===== src/flic_cfg.svh =====
// constants for the four level interrupt controller
// assumes avalon-mm word addressing by byte offset, 32-bit data
`ifndef FLIC_CFG_SVH
`define FLIC_CFG_SVH
`define FLIC_NSRC 15
`define FLIC_OFS_EN_A 8'h00
`define FLIC_OFS_EN_B 8'h04
`define FLIC_OFS_PL_A 8'h08
`define FLIC_OFS_PH_A 8'h0C
`define FLIC_OFS_PL_B 8'h10
`define FLIC_OFS_PH_B 8'h14
`define FLIC_OFS_TIMER_CONTROL_REG 8'h18
`define FLIC_OFS_STAT 8'h1C
`define FLIC_OFS_ICLR 8'h20
`define FLIC_OFS_IENA 8'h24
`define FLIC_OFS_VEC 8'h28
`define FLIC_GIE_BIT 7
`define FLIC_IT0_BIT 0
`define FLIC_IE0_BIT 1
`define FLIC_IT1_BIT 2
`define FLIC_IE1_BIT 3
`define FLIC_NEV 2
`endif


===== src/flic_pkg.sv =====
// types shared by the interrupt controller files
// assumes flic_cfg.svh is on the include path
package flic_pkg;
    typedef logic [1:0] flic_lvl_t;
    typedef logic [3:0] flic_idx_t;
    typedef struct packed {
        logic valid;
        flic_idx_t src;
        flic_lvl_t lvl;
    } flic_grant_t;
    typedef struct packed {
        logic [7:0] address;
        logic read;
        logic write;
        logic [31:0] writedata;
    } flic_avreq_t;
    typedef enum logic [2:0] {
        FLIC_RUN = 3'b001,
        FLIC_IDLE = 3'b010,
        FLIC_PDOWN = 3'b100
    } flic_pwr_t;
endpackage


===== src/flic_arb.sv =====
// arbiter: highest level wins, lowest index breaks ties
// assumes level vector registered upstream; request vector arrives unregistered from pins and inputs
`timescale 1ns/10ps
module flic_arb #(
    parameter int NSRC = 15
) (
    input wire logic [NSRC-1:0] req,
    input wire logic [2*NSRC-1:0] lvl,
    output flic_pkg::flic_grant_t grant
);
    import flic_pkg::*;
    // scan from last to first so lower index wins equal levels
    always_comb begin
        grant = '0;
        for (int i = NSRC - 1; i >= 0; i--) begin
            if (req[i] && (!grant.valid || lvl[2*i +: 2] >= grant.lvl)) begin
                grant.valid = 1'b1;
                grant.src = 4'(i);
                grant.lvl = lvl[2*i +: 2];
            end
        end
    end
endmodule


===== src/flic_top.sv =====
// four level interrupt controller with avalon-mm register slave
// assumes core pulses vector_ack on vectoring and reti_pulse on return
// How it works
// four priority levels for service
// fifteen request sources accepted
// per-source enable bit gates each request
// global enable blocks every request
// level per source from low/high bit pair
// only strictly higher level preempts
// top level routine never preempted
// highest pending level granted
// fixed index order breaks equal levels
// trigger type bit per external input
// high then low sample sets flag
// enabled external interrupt wakes sleep modes
// any enabled source ends idle
// level follows pin; edge flag clears on vector
// report vector, track active levels
//
// The register addresses and the Avalon-MM interface to the registers are this design's own decisions.
`timescale 1ns/10ps
`include "flic_cfg.svh"
module flic_top #(
    parameter int NSRC = `FLIC_NSRC
) (
    input wire logic clk_sys,
    input wire logic rst,
    input wire logic clk_en,
    input wire logic [7:0] avs_address,
    input wire logic avs_read,
    input wire logic avs_write,
    input wire logic [31:0] avs_writedata,
    output logic [31:0] avs_readdata,
    output logic avs_waitrequest,
    input wire logic [1:0] ext_request_pin,
    input wire logic [NSRC-3:0] periph_req,
    input wire logic enter_idle,
    input wire logic enter_pdown,
    output logic core_wake,
    output logic in_idle,
    output logic in_pdown,
    output logic irq_to_core,
    output flic_pkg::flic_idx_t irq_vector,
    input wire logic vector_ack,
    input wire logic reti_pulse,
    output logic [3:0] active_levels,
    output logic event_irq
);
    import flic_pkg::*;

    typedef struct packed {
        logic [7:0] en_a;
        logic [7:0] en_b;
        logic [7:0] pl_a;
        logic [7:0] ph_a;
        logic [7:0] pl_b;
        logic [7:0] ph_b;
        logic [1:0] trig;
        logic [1:0] ext_flag;
        logic [1:0] pin_prev;
        logic [3:0] active;
        logic irq;
        flic_idx_t vec;
        flic_pwr_t pwr;
        logic [`FLIC_NEV-1:0] ev_stat;
        logic [`FLIC_NEV-1:0] ev_ena;
        logic ack_pend;
        logic [31:0] rdata;
    } flic_state_t;

    flic_state_t s_q;
    flic_state_t s_d;
    logic [NSRC-1:0] raw_req;
    logic [NSRC-1:0] en_vec;
    logic [NSRC-1:0] gated;
    logic [2*NSRC-1:0] lvl_vec;
    logic [NSRC-1:0] hi_vec;
    logic [NSRC-1:0] lo_vec;
    logic [1:0] ext_level;
    logic [1:0] ext_req;
    flic_grant_t grant;
    logic [1:0] cur_lvl;
    logic preempt;
    logic wr_hit;
    logic rd_hit;
    logic [`FLIC_NEV-1:0] ev_set;

    // sources: ext0, ext1 first, peripherals after in fixed order
    assign en_vec = {s_q.en_b[NSRC-8:0], s_q.en_a[6:0]};
    assign lo_vec = {s_q.pl_b[NSRC-8:0], s_q.pl_a[6:0]};
    assign hi_vec = {s_q.ph_b[NSRC-8:0], s_q.ph_a[6:0]};

    // pin is active low; level mode follows it directly
    assign ext_level = ~ext_request_pin;
    generate
        for (genvar g = 0; g < 2; g++) begin : g_ext
            assign ext_req[g] = s_q.trig[g] ? s_q.ext_flag[g] : ext_level[g];
        end
    endgenerate
    assign raw_req = {periph_req, ext_req};

    // level of each source is the high:low bit pair
    generate
        for (genvar g = 0; g < NSRC; g++) begin : g_lvl
            assign lvl_vec[2*g +: 2] = {hi_vec[g], lo_vec[g]};
        end
    endgenerate

    assign gated = raw_req & en_vec & {NSRC{s_q.en_a[`FLIC_GIE_BIT]}};

    flic_arb #(
        .NSRC(NSRC)
    ) u_arb (
        .req(gated),
        .lvl(lvl_vec),
        .grant(grant)
    );

    // current level is highest active bit
    always_comb begin
        cur_lvl = 2'd0;
        for (int i = 0; i < 4; i++) begin
            if (s_q.active[i]) begin
                cur_lvl = 2'(i);
            end
        end
    end

    // strict compare keeps equal level waiting; level 3 can never be topped
    assign preempt = grant.valid && (s_q.active == 4'b0000 || grant.lvl > cur_lvl);

    assign wr_hit = avs_write && clk_en;
    assign rd_hit = avs_read && clk_en;

    // next-state for everything
    always_comb begin
        s_d = s_q;
        ev_set = '0;
        // edge detect on the synchronous pin sample
        s_d.pin_prev = ext_request_pin;
        for (int i = 0; i < 2; i++) begin
            if (s_q.trig[i] && ext_request_pin[i] == 1'b0 && s_q.pin_prev[i] == 1'b1) begin
                s_d.ext_flag[i] = 1'b1;
            end else if (vector_ack && s_q.vec == 4'(i) && s_q.irq) begin
                s_d.ext_flag[i] = 1'b0;
            end
        end
        // request held to the core until it vectors
        s_d.irq = preempt && !vector_ack;
        if (preempt && !vector_ack) begin
            s_d.vec = grant.src;
        end
        // active level stack; return pops the highest
        if (reti_pulse) begin
            s_d.active[cur_lvl] = 1'b0;
        end
        if (vector_ack && s_q.irq) begin
            s_d.active[lvl_vec[2*s_q.vec +: 2]] = 1'b1;
            ev_set[1] = 1'b1;
            s_d.ev_stat[1] = 1'b1;
        end
        // power state; a sleep request is taken even with a request pending, power-down over idle
        unique case (s_q.pwr)
            FLIC_RUN: begin
                if (enter_pdown) begin
                    s_d.pwr = FLIC_PDOWN;
                end else if (enter_idle) begin
                    s_d.pwr = FLIC_IDLE;
                end
            end
            FLIC_IDLE: begin
                if (|gated) begin
                    s_d.pwr = FLIC_RUN;
                    ev_set[0] = 1'b1;
                    s_d.ev_stat[0] = 1'b1;
                end
            end
            FLIC_PDOWN: begin
                if (|gated[1:0]) begin
                    s_d.pwr = FLIC_RUN;
                    ev_set[0] = 1'b1;
                    s_d.ev_stat[0] = 1'b1;
                end
            end
            default: s_d.pwr = FLIC_RUN;
        endcase
        // register writes; clear register loses to a same-cycle set
        // a write lands only on the accepting edge, when waitrequest is low
        if (wr_hit && s_q.ack_pend) begin
            unique case (avs_address)
                `FLIC_OFS_EN_A: s_d.en_a = avs_writedata[7:0];
                `FLIC_OFS_EN_B: s_d.en_b = avs_writedata[7:0];
                `FLIC_OFS_PL_A: s_d.pl_a = avs_writedata[7:0];
                `FLIC_OFS_PH_A: s_d.ph_a = avs_writedata[7:0];
                `FLIC_OFS_PL_B: s_d.pl_b = avs_writedata[7:0];
                `FLIC_OFS_PH_B: s_d.ph_b = avs_writedata[7:0];
                `FLIC_OFS_TIMER_CONTROL_REG: begin
                    s_d.trig[0] = avs_writedata[`FLIC_IT0_BIT];
                    s_d.trig[1] = avs_writedata[`FLIC_IT1_BIT];
                    // software may clear flags; a new edge still wins
                    if (!avs_writedata[`FLIC_IE0_BIT] && s_d.ext_flag[0] == s_q.ext_flag[0]) begin
                        s_d.ext_flag[0] = 1'b0;
                    end
                    if (!avs_writedata[`FLIC_IE1_BIT] && s_d.ext_flag[1] == s_q.ext_flag[1]) begin
                        s_d.ext_flag[1] = 1'b0;
                    end
                end
                `FLIC_OFS_ICLR: begin
                    s_d.ev_stat = (s_q.ev_stat & ~avs_writedata[`FLIC_NEV-1:0]) | ev_set;
                end
                `FLIC_OFS_IENA: s_d.ev_ena = avs_writedata[`FLIC_NEV-1:0];
                default: ;
            endcase
        end
        // read data registered; unmapped reads give zero
        s_d.ack_pend = (rd_hit || wr_hit) && !s_q.ack_pend;
        if (rd_hit && !s_q.ack_pend) begin
            unique case (avs_address)
                `FLIC_OFS_EN_A: s_d.rdata = {24'h00_0000, s_q.en_a};
                `FLIC_OFS_EN_B: s_d.rdata = {24'h00_0000, s_q.en_b};
                `FLIC_OFS_PL_A: s_d.rdata = {24'h00_0000, s_q.pl_a};
                `FLIC_OFS_PH_A: s_d.rdata = {24'h00_0000, s_q.ph_a};
                `FLIC_OFS_PL_B: s_d.rdata = {24'h00_0000, s_q.pl_b};
                `FLIC_OFS_PH_B: s_d.rdata = {24'h00_0000, s_q.ph_b};
                `FLIC_OFS_TIMER_CONTROL_REG: s_d.rdata = {28'h000_0000, s_q.ext_flag[1], s_q.trig[1],
                    s_q.ext_flag[0], s_q.trig[0]};
                `FLIC_OFS_STAT: s_d.rdata = {30'h0000_0000, s_q.ev_stat};
                `FLIC_OFS_IENA: s_d.rdata = {30'h0000_0000, s_q.ev_ena};
                `FLIC_OFS_VEC: s_d.rdata = {20'h0_0000, s_q.active, s_q.irq, 3'h0, s_q.vec};
                default: s_d.rdata = 32'h0000_0000;
            endcase
        end
    end

    // single state register; clock enable freezes all of it
    always_ff @(posedge clk_sys) begin
        if (rst) begin
            s_q <= '0;
            s_q.pin_prev <= 2'b11;
            s_q.pwr <= FLIC_RUN;
        end else if (clk_en) begin
            s_q <= s_d;
        end
    end

    // one wait cycle per access, answer on the second edge
    assign avs_waitrequest = (avs_read || avs_write) && !s_q.ack_pend;
    assign avs_readdata = s_q.rdata;
    assign irq_to_core = s_q.irq;
    assign irq_vector = s_q.vec;
    assign active_levels = s_q.active;
    assign in_idle = s_q.pwr == FLIC_IDLE;
    assign in_pdown = s_q.pwr == FLIC_PDOWN;
    assign core_wake = s_q.pwr == FLIC_RUN;
    assign event_irq = |(s_q.ev_stat & s_q.ev_ena);
endmodule


===== config.mk =====
export PLATFORM = sky130hd
export DESIGN_NAME = flic_top
export DESIGN_NICKNAME = d
export VERILOG_FILES = /design/src/flic_pkg.sv /design/src/flic_arb.sv /design/src/flic_top.sv
export VERILOG_INCLUDE_DIRS = /design/src
export SDC_FILE = /design/constraint.sdc
export NUM_CORES = 1
export LEC_CHECK = 0
export ABC_AREA = 1
export BUFFER_PORTS_ARGS = -buffer_cell sky130_fd_sc_hd__buf_4
export CAP_MARGIN = 20
export CORE_MARGIN = 10
export CORE_UTILIZATION = 51
export CTS_CLUSTER_SIZE = 30
export DETAILED_ROUTE_END_ITERATION = 7
export PLACE_DENSITY = 0.79
export SLEW_MARGIN = 20
export SYNTH_ARGS = -nofsm -noshare
export SYNTH_HDL_FRONTEND = slang
export SYNTH_SLANG_ARGS = --single-unit

===== constraint.sdc =====
create_clock -name clk_sys -period 13.2 [get_ports clk_sys]
set_input_delay 1.32 -clock clk_sys [delete_from_list [all_inputs] [get_ports clk_sys]]
set_output_delay 1.32 -clock clk_sys [all_outputs]
set_load 0.01 [all_outputs]

Yosys cells after proc, flatten, opt, wreduce, memory -nomap -nowiden
Cells that the tools add are included. Widths: inputs -> output; s select.

Reduce and logical (&&, ||, !) cells: 87. Order comparisons: 19. Equality and inequality tests: 19. Bitwise operators: 12. Multiplexer cells: 51. Shift-type cells: 1.

Operators by type and width (count): $pmux 12 s10 (1); $mux 7 (15); $logic_and 1x1->1 (35); $eq 8x5->1 const B (4); $and 15x15->15 (2); $shiftx 30x6->2 (1); $ge 2x2->1 (14); $eq 8x6->1 const B (3); $reduce_and 3->1 (8); $logic_not 1->1 (18); $logic_or 1x1->1 (17); $mux 1 (17); $eq 8x4->1 const B (2); $reduce_or 15->1 (1); $mux 2 (6); $mux 3 (4); $mux 4 (3); $pmux 3 s3 (1); $eq 8x3->1 const B (1); $logic_not 4->1 (2); $logic_not 8->1 (1); $lt 2x3->1 const B (2); $and 2x2->2 (2); $and 4x4->4 (1); other kinds (19) (28).

Register bits after elaboration: 103. Output and inout port bits: 46. Word-level logic and storage cells: 206. Bits of input ports: 64.

Longest topological paths before layout
Depth in word-level cells: 66. Gate-level depth with buffers: 125. Depth with buffers taken out: 125.

Hierarchy
Synthesis repeated with hierarchy kept, for this count alone.

Cells, all modules: 971. Area total of the unflattened synthesis: 6229.7 um^2.

By module, submodules not included: flic_top (instances 1, seq. area each 1661.6 um^2, cells an instance 715, area each 4760.8 um^2); flic_arb (instances 1, seq. area each 0.0 um^2, cells an instance 256, area each 1468.9 um^2).

Least setup slack after synthesis
OpenSTA, ideal clock, no wires.

Kind: in2reg. Start: input port periph_req[12]. End: register s_q, in the netlist irq_vector[2]. Setup slack: -1.012 ns. Data required time: 13.130 ns. Library setup time: 0.070 ns. Stages on the path: 115. Arrival time: 14.141 ns. Path buffers: 0. Path through: nand3_2 > nor2_1 > inv_1 > ha_1 > o21ai_0 > nand2_1 > nand2_2 > o21ai_0 > ha_1 > nor2_1 > o21ai_0 > inv_2 > nand2_2 > nand2_4 > nand2_1 > o21ai_1 > ha_1 > inv_1 > [79 not listed] > inv_1 > nand2_1 > a21oi_1 > a21oi_1 > inv_1 > nand3_1 > nand2_1 > ha_1 > inv_1 > nor2_1 > o21ai_0 > o41ai_1 > inv_1 > nor4_1 > nand2_1 > nor2_1 > o2111ai_1 > a21oi_1.

Cells in the longest elaborated chain, start to end: 64. Elaborated cells between the ends (all ways): 78. Classes of those cells: 15 x order compare; 15 x mux; 2 x bitwise; 46 x reduce/logical.

RTL lines: start: declaration (line flic_top.sv:36) `input wire logic [NSRC-3:0] periph_req,`; $and 15x15->15 * (2 in a row) (line flic_top.sv:109) `` assign gated = raw_req & en_vec & {NSRC{s_q.en_a[`FLIC_GIE_BIT]}}; ``; $mux 7 * (line flic_arb.sv:16) `if (req[i] && (!grant.valid || lvl[2*i +: 2] >= grant.lvl)) begin`; $ge 2x2->1 / $logic_not 1->1 (equally long branches) (line flic_arb.sv:16); $logic_or 1x1->1 (line flic_arb.sv:16); $logic_and 1x1->1 (line flic_arb.sv:16); $mux 7 * (line flic_arb.sv:16); $ge 2x2->1 / $logic_not 1->1 (equally long branches) (line flic_arb.sv:16); $logic_or 1x1->1 (line flic_arb.sv:16); [47 not listed]; $logic_or 1x1->1 (line flic_arb.sv:16); $logic_and 1x1->1 (line flic_arb.sv:16); $mux 7 * (line flic_arb.sv:16); $gt 2x2->1 (line flic_top.sv:130) `assign preempt = grant.valid && (s_q.active == 4'b0000 || grant.lvl > cur_lvl);`; $logic_or 1x1->1 (line flic_top.sv:130); $logic_and 1x1->1 (line flic_top.sv:130); $logic_and 1x1->1 (line flic_top.sv:150) `if (preempt && !vector_ack) begin`; $reduce_and 2->1 (no source line); end: declaration (line flic_top.sv:71) `flic_state_t s_q;`.

Every way passes the cells marked *; elsewhere a longest branch is shown, timed or not. A chain may end at the register's enable or synchronous reset.

Worst setup path after layout
Start: input port periph_req[12]. End: register s_q, in the netlist irq_vector[3].

The elaborated chain is that of the path after synthesis.

==> flow_summary.ini <==
[sta]
tightestPinTransition_ns = 1.05
min_period_ns = 14.42
final.setup_skew_ns = 0.00884
slew_viol_final = 0
rsz0062_at_grt = true
relSlewSlack_pct = 29.6
setup_viol = 5
finalSetupTns_ns = -5.81
finalCritPeriodShare_pct = 109
postLayoutSetupSlackWorst_ns = -1.22
whs_ns = 0.469
hold_violations = 0
fmax_mhz = 69.4

[yosys]
synth_area_leaders = dfxtp_1 (30%), inv_1 (9.1%), a21oi_1 (8.3%)
yosysSeqAreaShare_pct = 29.8
synth_cell_types = 37
synth_top_area_share_pct = 29.8
async_flop_share_pct = 0
syn-cell-area_um2 = 5580
synth_most_common_cell = inv_1
yosysWarnings = 0
synth-seq-cells = 83
synth_top_cells_by_count = inv_1 (135), nand2_1 (124), a21oi_1 (93)
synth_edf_count = 0
netlist_instances = 836
dominantRegCellSynth = dfxtp_1
yosysTopAreaCell = dfxtp_1
synth.avg_cell_area_um2 = 6.68

[final_layout]
utilization_pct = 70.9
antenna_cells = 0
fin_area_um2 = 7650
nets = 1081
nFillCells = 827
area_growth_pct = 37.0
drive_above_1_share_pct = 34.5

[die]
die-height_um = 125
coreArea_um2 = 10800
dieWidth_um = 125
fp-row-count = 38
die_area_um2 = 15500
io_pins = 110
initial_utilization_pct = 51.7

[clock_network]
clock_path_buffers = 2
clock-sinks = 83
root_buffer = clkbuf_8
holdBufCountCts = 0
insertion_delay_ns = 0.37
htreeDepth = 3
tritoncts = built
path_clk_slew_ns = 0.08
cts_buffers = 9

[worst_setup_path]
crit_path_start = periph_req[12]
critPathCapture = irq_vector[3]
worst_setup_path_start_kind = input port
r2r_start = s_q[102]
cp_max_fo = 5
criticalPathCategory = input port to register
end_kind = register
timing.rr.end = irq_vector[3]
max_stage_delay_ns = 0.33
ff2ff_path_depth = 113
crit_required_ns = 13.50
critPathSlowestCell = ha_1
r2r_slack_ns = -0.59
crit_arrival_ns = 14.71
cp_common_cell = nand2_2

[global_routing]
grt_max_degree = 47
grt_use_total_pct = 23.3
overflow = 0
antenna_found_initial = 0
grt_pass1_vias = 6165
grt_first_pass_wirelength_mm = 30.4

[pwr]
power_density_nw_per_um2 = 64.4
peakVddDrop_v = 0.0000573
p_leak_nw = 3.35

[placement]
place_congestion = 0.988
dpl.hpwl_mm = 13.5
post_dp_cell_area_um2 = 6490
io_buffers = 65

[drt]
drt_first_iter_violations = 1211
drt-total-wl_mm = 21.0
viasPerCell = 5.91
dr.pass1.iters = 8
drc = 15
avgRoutedWirePerCell_um = 18.4
num_vias = 6737
ant_nets = 0

[run]
maxCapViolCount = 0

[min_path]
hold_path_class = register to register

[outcome]
violations = design-rule violations, negative setup slack
outcome = complete, but fails checks
-- cells in the final DEF, fill, tap and decap left out, types with 4 or more instances in the layout --
master and n:
buf_4 186, inv_1 122, nand2_1 98, a21oi_1 84
dfxtp_1 83, o21ai_0 66, nor2_1 47, nand3_1 37
nand2_2 31, conb_1 20, nand2_4 19, nand3_2 18
inv_2 16, o22ai_1 14, nor3_1 12, o21ai_2 12
a221oi_1 12, ha_4 12, ha_1 11, a21oi_2 9
o221ai_1 9, clkbuf_8 9, nor2_4 5, nor2_2 5
o21ai_1 5, o2111ai_1 5, nand3b_1 4
-- cell families after synthesis --
| family | after synthesis | synth area share [%] |
|---|---|---|
| other | 1 | 0.0672 |
| adders and majority gates | 23 | 5.15 |
| DFF | 83 | 29.8 |
| AOI/OAI and AO/OA | 236 | 24.0 |
| and+or+nand+nor | 291 | 24.7 |
| buffers and inverters | 202 | 16.3 |
-- registers in the layout (all words and copies together), names as in the netlist --
register       flops
active_levels      4
s_q               17
hi_vec            15
irq_to_core        1
lo_vec            15
irq_vector         4
avs_readdata      12
en_vec            15
-- worst max-delay path, delay by kind of cell --
kind | cells | cell delay [ns]
adders and majority gates | 14 | 3.79
AOI/OAI and AO/OA | 27 | 2.39
and+or+nand+nor | 54 | 5.49
buffers and inverters | 19 | 1.64
-- routing by layer --
metal	share of wire, %	GRT usage (%)	vias up	routed length, µm
met5	0	0	-	0
met4	5.4	12.2	0	1130
met3	12	5.40	128	2420
met2	46	37.0	510	9650
met1	37	28.6	3040	7800
li1	-	-	3059	-
-- timing repair --
action                                 CTS  global route
pin swaps                               78            93
gates resized for setup                 50            52
gates cloned                             0             0
buffers inserted                        50            15
setup endpoints to repair                5             5
endpoints found under the hold margin    0             0
-- worst min-delay path by stage --
stage,startpoint,end,slack [ns],cells after the start
3_3_place_gp,s_q[50],s_q[50],0.45,2
3_5_place_dp,s_q[50],s_q[50],0.45,2
2_1_floorplan,s_q[50],s_q[50],0.43,2
5_1_grt,s_q[50],s_q[50],0.49,2
6_report,avs_readdata[5],avs_readdata[5],0.47,2
4_1_cts,s_q[50],s_q[50],0.47,2
-- stage by stage --
stage	setup WS [ns]	power, mW	std cells
6_report	-1.22	0.493	1139
5_1_grt	-1.87	0.501	1139
4_1_cts	-0.653	0.488	1125
3_5_place_dp	-1.60	0.294	1059
3_3_place_gp	-1.19	0.293	1059
2_1_floorplan	-0.483	0.281	855
-- cell type report --
cell class	instances	area [µm²]	share of cell area, %
multi-input cells	570	3640	47.6
flip-flops and latches	83	1660	21.7
well taps	140	175	2.29
inverters	142	538	7.03
clock inverters	4	75.1	0.981
repair buffers	188	1420	18.6
clock buffers	12	135	1.77
-- report_power, final --
group	switching [mW]	leakage, nW	internal [mW]
clock	0.0966	0.0968	0.107
combinational	0.0225	2.58	0.0134
sequential	0.00144	0.670	0.252
Power figures use the tool's default switching activity.
